==> src/logic/irq_mask_regs.svh <==
// register offsets, field positions, write masks and reset values of the interrupt masks
`ifndef IRQ_MASK_REGS_SVH
`define IRQ_MASK_REGS_SVH

// ----------------------------------------
// offsets
// ----------------------------------------
`define SERIAL_ERROR_FLAG_OFS 8'h53
`define SUPPLY_THERMAL_IRQ_MASK_OFS 8'h57
`define SERIAL_ERROR_IRQ_MASK_OFS 8'h58
`define BUS_FAULT_IRQ_MASK_OFS 8'h59
`define RESERVED_IRQ_MASK_FIRST_OFS 8'h5A
`define RESERVED_IRQ_MASK_LAST_OFS 8'h5F

// ----------------------------------------
// reset values
// ----------------------------------------
`define SUPPLY_THERMAL_IRQ_MASK_RST 8'h3F
`define SERIAL_ERROR_IRQ_MASK_RST 8'h80
`define BUS_FAULT_IRQ_MASK_RST 8'h7F
`define RESERVED_IRQ_MASK_RST 8'h00

// ----------------------------------------
// writable bits
// ----------------------------------------
`define SUPPLY_THERMAL_IRQ_MASK_WMASK 8'h37
`define SERIAL_ERROR_IRQ_MASK_WMASK 8'h80
`define BUS_FAULT_IRQ_MASK_WMASK 8'h3F

// ----------------------------------------
// field positions
// ----------------------------------------
`define VOUT_OVERVOLTAGE_IRQ_EN_BIT 5
`define BATTERY_UNDERVOLTAGE_IRQ_EN_BIT 4
`define VOUT_UNDERVOLTAGE_IRQ_EN_BIT 2
`define THERMAL_SHUTDOWN_IRQ_EN_BIT 1
`define THERMAL_WARNING_IRQ_EN_BIT 0
`define SERIAL_ERROR_IRQ_EN_BIT 7
`define SERIAL_ERROR_FLAG_BIT 7
`define LINES_SHORTED_IRQ_EN_BIT 5
`define HIGH_LINE_TO_BATTERY_IRQ_EN_BIT 4
`define LOW_LINE_TO_GROUND_IRQ_EN_BIT 3
`define BUS_OPEN_IRQ_EN_BIT 2
`define BUS_TO_GROUND_IRQ_EN_BIT 1
`define BUS_TO_BATTERY_IRQ_EN_BIT 0

`endif

==> src/logic/irq_mask_pkg.sv <==
// types shared by the interrupt mask bank
package irq_mask_pkg;

	// ----------------------------------------
	// register access request
	// ----------------------------------------
	typedef struct packed {
		logic valid;
		logic write;
		logic [7:0] addr;
		logic [7:0] wdata;
	} reg_req_t;

	// ----------------------------------------
	// read answer
	// ----------------------------------------
	typedef struct packed {
		logic valid;
		logic [7:0] data;
	} reg_rsp_t;

	// ----------------------------------------
	// enables handed to the interrupt logic
	// ----------------------------------------
	typedef struct packed {
		logic [7:0] supply_thermal;
		logic [7:0] serial_error;
		logic [7:0] bus_fault;
	} irq_masks_t;

endpackage

==> src/logic/serial_error_flag_reg.sv <==
// sticky serial error flag, set by hardware, cleared by writing one
`timescale 1ns/100ps
module serial_error_flag_reg
(
	input wire logic clk_in,
	input wire logic rst_in,
	input wire logic set_in,
	input wire logic clear_in,
	output logic flag_out
);

	logic flag_q;

	// ----------------------------------------
	// flag storage, set beats clear
	// ----------------------------------------
	always_ff @(posedge clk_in)
	begin
		if (rst_in)
		begin
			flag_q <= 1'b0;
		end
		else if (set_in)
		begin
			flag_q <= 1'b1;
		end
		else if (clear_in)
		begin
			flag_q <= 1'b0;
		end
	end

	assign flag_out = flag_q;

endmodule

==> src/logic/interrupt_enable_masks.sv <==
// interrupt enable mask register bank with masked interrupt indication
`timescale 1ns/100ps
`include "irq_mask_regs.svh"

// Operation
// - supply mask at 0x57 resets 0x3F; bits 7, 6 read zero; bit 3 resets one and any write clears it.
// - supply bit 5 enables regulated output overvoltage interrupt, resets one.
// - supply bit 4 enables battery undervoltage interrupt, resets one.
// - supply bit 2 enables regulated output undervoltage interrupt, resets one.
// - supply bits 1 and 0 enable thermal shutdown and warning, reset one.
// - serial mask at 0x58 resets 0x80; bit 7 writable, rest zero.
// - bus mask at 0x59 resets 0x7F; bit 7 reads zero; bit 6 resets one and any write clears it.
// - bus bit 5 enables lines shorted together interrupt.
// - bus bits 4, 3 enable high line to battery, low line to ground.
// - bus bits 2, 1, 0 enable open, to ground, to battery.
// - offsets 0x5A to 0x5F are reserved, read zero, ignore writes.
// - serial error flag sets on serial error event; writing one clears it.
module interrupt_enable_masks
	import irq_mask_pkg::*;
(
	input wire logic clk_in,
	input wire logic rst_in,
	input wire reg_req_t reg_req_in,
	input wire logic [7:0] supply_flags_in,
	input wire logic [7:0] bus_fault_flags_in,
	input wire logic serial_status_error_in,
	output reg_rsp_t reg_rsp_out,
	output irq_masks_t masks_out,
	output logic irq_out
);

	logic [7:0] supply_q;
	logic [7:0] serial_q;
	logic [7:0] bus_q;
	reg_rsp_t rsp_q;
	reg_rsp_t rsp_d;
	logic irq_q;
	logic irq_d;
	logic serial_error_flag;
	logic flag_clear;

	// ----------------------------------------
	// helpers
	// ----------------------------------------
	function automatic logic [7:0] masked_write(input logic [7:0] wdata, input logic [7:0] wmask);
		masked_write = wdata & wmask;
	endfunction

	function automatic logic is_write(input reg_req_t req, input logic [7:0] ofs);
		is_write = req.valid && req.write && (req.addr == ofs);
	endfunction

	// ----------------------------------------
	// mask registers
	// ----------------------------------------
	always_ff @(posedge clk_in)
	begin
		if (rst_in)
		begin
			supply_q <= `SUPPLY_THERMAL_IRQ_MASK_RST;
		end
		else if (is_write(reg_req_in, `SUPPLY_THERMAL_IRQ_MASK_OFS))
		begin
			supply_q <= masked_write(reg_req_in.wdata, `SUPPLY_THERMAL_IRQ_MASK_WMASK);
		end
	end

	always_ff @(posedge clk_in)
	begin
		if (rst_in)
		begin
			serial_q <= `SERIAL_ERROR_IRQ_MASK_RST;
		end
		else if (is_write(reg_req_in, `SERIAL_ERROR_IRQ_MASK_OFS))
		begin
			serial_q <= masked_write(reg_req_in.wdata, `SERIAL_ERROR_IRQ_MASK_WMASK);
		end
	end

	always_ff @(posedge clk_in)
	begin
		if (rst_in)
		begin
			bus_q <= `BUS_FAULT_IRQ_MASK_RST;
		end
		else if (is_write(reg_req_in, `BUS_FAULT_IRQ_MASK_OFS))
		begin
			bus_q <= masked_write(reg_req_in.wdata, `BUS_FAULT_IRQ_MASK_WMASK);
		end
	end

	// ----------------------------------------
	// serial error flag
	// ----------------------------------------
	assign flag_clear = is_write(reg_req_in, `SERIAL_ERROR_FLAG_OFS)
		&& reg_req_in.wdata[`SERIAL_ERROR_FLAG_BIT];

	serial_error_flag_reg u_serial_error_flag
	(
		.clk_in(clk_in),
		.rst_in(rst_in),
		.set_in(serial_status_error_in),
		.clear_in(flag_clear),
		.flag_out(serial_error_flag)
	);

	// ----------------------------------------
	// read path
	// ----------------------------------------
	always_comb
	begin
		rsp_d.valid = reg_req_in.valid && !reg_req_in.write;
		rsp_d.data = 8'h00;
		if (reg_req_in.addr == `SUPPLY_THERMAL_IRQ_MASK_OFS)
		begin
			rsp_d.data = supply_q;
		end
		else if (reg_req_in.addr == `SERIAL_ERROR_IRQ_MASK_OFS)
		begin
			rsp_d.data = serial_q;
		end
		else if (reg_req_in.addr == `BUS_FAULT_IRQ_MASK_OFS)
		begin
			rsp_d.data = bus_q;
		end
		else if (reg_req_in.addr == `SERIAL_ERROR_FLAG_OFS)
		begin
			rsp_d.data = {serial_error_flag, 7'h00};
		end
		if (!rsp_d.valid)
		begin
			rsp_d.data = 8'h00;
		end
	end

	always_ff @(posedge clk_in)
	begin
		if (rst_in)
		begin
			rsp_q <= '0;
		end
		else
		begin
			rsp_q <= rsp_d;
		end
	end

	// ----------------------------------------
	// interrupt indication
	// ----------------------------------------
	assign irq_d = (|(supply_flags_in & supply_q))
		|| (serial_error_flag && serial_q[`SERIAL_ERROR_IRQ_EN_BIT])
		|| (|(bus_fault_flags_in & bus_q));

	always_ff @(posedge clk_in)
	begin
		if (rst_in)
		begin
			irq_q <= 1'b0;
		end
		else
		begin
			irq_q <= irq_d;
		end
	end

	assign reg_rsp_out = rsp_q;
	assign masks_out = '{supply_thermal: supply_q, serial_error: serial_q, bus_fault: bus_q};
	assign irq_out = irq_q;
endmodule

==> config.mk <==
export PLATFORM = sky130hd
export DESIGN_NAME = interrupt_enable_masks
export DESIGN_NICKNAME = d
export VERILOG_FILES = /design/src/logic/irq_mask_pkg.sv /design/src/logic/serial_error_flag_reg.sv /design/src/logic/interrupt_enable_masks.sv
export VERILOG_INCLUDE_DIRS = /design/src /design/src/logic
export SDC_FILE = /design/constraint.sdc
export NUM_CORES = 1
export LEC_CHECK = 0
export BUFFER_PORTS_ARGS = -buffer_cell sky130_fd_sc_hd__buf_2
export CORE_MARGIN = 2
export CORE_UTILIZATION = 45
export DETAILED_ROUTE_END_ITERATION = 6
export MAX_ROUTING_LAYER = met4
export PLACE_DENSITY = 0.89
export SYNTH_ARGS = -nofsm -noshare
export SYNTH_HDL_FRONTEND = slang
export SYNTH_SLANG_ARGS = --single-unit
==> constraint.sdc <==
create_clock -name clk_in -period 3.7 [get_ports clk_in]
set_input_delay 0.185 -clock clk_in [delete_from_list [all_inputs] [get_ports clk_in]]
set_output_delay 0.185 -clock clk_in [all_outputs]
set_load 0.005 [all_outputs]
==> metrics <==
status=completed; largest net degree at the start of global routing=24; FMAX=617 MHz; critical path, cell by cell=buf_2 -> nand4bb_1 -> nor3_2 -> mux2i_1; global-route wire length before repair=~3800 µm; via count=roughly 990; Worst Path Arrival=about 1.9 ns; Cell Area, Synth=roughly 0.0011 mm²; sequential share of the synthesized area=44.6%; Clk Latency, worst-skew pair=~0.32 ns; initial core utilization=~47%; Post-CTS Resized=0; Area Growth Syn to Fin=26.2%; drt pass-1 iters=4; # Max-Cap Violations=0; pwr/cell area=about 310 mW/mm²; count of final setup violators=0; worst-path fanout max=10; Rows=18; worst clock skew=around 0.0062 ns; Setup CP Type=input port to register; maximum vdd ir drop=about 0.19 mV; die width=roughly 54 µm; Core Region=~0.0024 mm²; gp weighted congestion=~0.71; initial antenna violation count=0; required time worst endpoint=3.96 ns; setup total negative slack=0 ns; Tcrit/Tclk final=between 40% and 50%; Inserted Clock Buffers=3; vias in the first global route=just over 900; Port Buf Inserts=56; area of the multi-input gates=around 550 µm²; detailed router's first-iteration violation count=12; Hold Vio Cnt, Final=0; drt via density=between 5 and 6; worst flop-to-flop path startpoint=serial_q[7]$_SDFFE_PP1P_; Critical Path Start=reg_req_in[15]; crit path time final=between 1.5 and 2 ns; CP Capture Type=register; Hold Buf Count CTS=0; n_diodes=0; Syn Area/Cell=between 10 and 15 µm²; critical path's largest stage delay=0.81 ns; LEAKAGE=between 0.6 and 0.7 nW; Die H=53.9 µm; Worst path slowest cell=nor3_2; library cells used by synthesis=32; RSZ-0062 raised after global routing=no; drt wl/cell=12.7 µm; Routed Antenna Nets=0; # Post-CTS Setup Buffers=0; Max Slew Vio Count=0; #FFs+latches synth=25; # IOs=between 70 and 80; post-synthesis cell count=about 110; Final Net Count=approximately 200; hold_sp=serial_status_error_in; global-route usage over all layers=18.9%; # clock sinks=25; CTS tree=yes; Clk Tree Root Cell=clkbuf_4; share of layout cells above drive strength 1=roughly 40%; Least-Margin Pin Slew=just under 0.8 ns; Remaining DRCs=0; DIE AREA=between 0.002 and 0.003 mm²; Hold Crit Class=input port to register; CTS max path bufs=2; CP Launch Type=input port; Reg clk slew, reported paths=0.14 ns; max_slew headroom=between 40 and 50%; Power Total=roughly 440 µW; YS warnings=0; # fillers=204; htree depth=1; total gr overflow=0; Detailed Route WL=between 2000 and 3000 µm; register area=500 µm²; hpwl dp=1970 µm
-- area by class of cell --
cell class	count	area share (%)
multi-input cells	77	38.5
well taps	30	2.65
clock buffers	3	1.59
flip-flops and latches	25	35.3
repair buffers	56	19.8
inverters	6	1.59
clock inverters	1	0.530
-- layer usage --
layer  global-route usage [%]  up-vias  share of wire (%)
met5                        -        -                  0
met4                     8.97        0                1.4
met3                     2.78        4                8.6
met2                     35.8       46                 49
met1                     18.6      448                 41
li1                         -      495                  -
-- stage by stage --
stage | utilization (%) | instance area (µm²) | worst slack (ns) | hold WS, ns | cells
after CTS | 58.8 | 1420 | 2.06 | 0.0866 | 198
after floorplan | - | 1160 | 2.30 | 0.314 | 121
final | 58.8 | 1420 | 2.08 | 0.0915 | 198
after detailed placement | 57.5 | 1390 | 1.72 | 0.438 | 194
after global placement | 57.5 | 1390 | 1.84 | 0.425 | 194
after global routing | 58.8 | 1420 | 1.97 | 0.105 | 198
-- cells in the mapped netlist (all sizes together) --
master | count | area (µm²)
dfxtp | 25 | 500
nor2 | 17 | 63.8
buf | 11 | 80.1
mux2i | 11 | 110
a22o | 8 | 70.1
inv | 6 | 22.5
a22oi | 3 | 22.5
nor3 | 3 | 25.0
nor4 | 3 | 48.8
a221oi | 2 | 17.5
clkbuf | 2 | 7.51
nand3 | 2 | 10.0
nand4bb | 2 | 22.5
o21bai | 2 | 15.0
or3b | 2 | 20.0
a211o | 1 | 8.76
a211oi | 1 | 7.51
a21oi | 1 | 5.00
a31oi | 1 | 6.26
and2 | 1 | 6.26
and3 | 1 | 6.26
conb | 1 | 3.75
nand2 | 1 | 3.75
nand3b | 1 | 7.51
o31ai | 1 | 7.51
or3 | 1 | 6.26
or4 | 1 | 7.51
or4b | 1 | 10.0
-- critical path, delay by kind of cell --
kind / cells / cell delay, ns
multiplexers: 1 / 0.27
AND/OR/NAND/NOR: 2 / 1.33
buffers and inverters: 1 / 0.09
-- worst paths after layout --
| check | endpoint | slack, ns | cells past startpoint |
|---|---|---|---|
| max | bus_q[1]$_SDFFE_PP1P_ | 2.08 | 4 |
| max reg2reg | reg_rsp_out[7]$_SDFF_PP0_ | 2.57 | 2 |
| min | u_serial_error_flag.flag_out$_SDFFE_PP0P_ | 0.09 | 3 |
| min reg2reg | bus_q[6]$_SDFFE_PP1P_ | 0.49 | 2 |
-- state kept, by name, summed over array words and instances, names as in the netlist --
register and flops:
bus_q 7, serial_q 1, supply_q 6, reg_rsp_out 9, u_serial_error_flag.flag_out 1, irq_out 1
-- kinds of logic after synthesis --
kind of cell	after synthesis	share of synthesized area [%]
AO/OA/AOI/OAI	20	14.3
other	1	0.334
multiplexers	11	9.81
AND/OR/NAND/NOR	36	21.2
buffers and inverters	19	9.81
flip-flops	25	44.6
-- placed cells by master, fill, tap and decap left out --
cell type,n
a22o_1,8
a31oi_1,1
a211oi_1,1
a221oi_1,2
clkinvlp_4,1
or4b_1,1
nand2_1,1
and3_1,1
or3b_2,1
clkbuf_4,3
conb_1,10
or4_1,1
a211o_1,1
o21bai_1,2
nor4_1,1
nand4bb_1,2
nor3_2,2
o31ai_1,1
or3b_4,1
nor4_4,2
and2_1,1
nor3_1,1
mux2i_1,11
nand3_1,2
a22oi_1,3
a21oi_1,1
buf_2,56
or3_1,1
nand3b_1,1
inv_1,6
dfxtp_1,25
nor2_1,17
-- where the power goes --
group | internal [mW] | switching (mW)
Clock | 0.0413 | 0.0809
Combinational | 0.0203 | 0.0228
Sequential | 0.271 | 0.00108
Note: power is estimated with default switching activity, not from simulation.
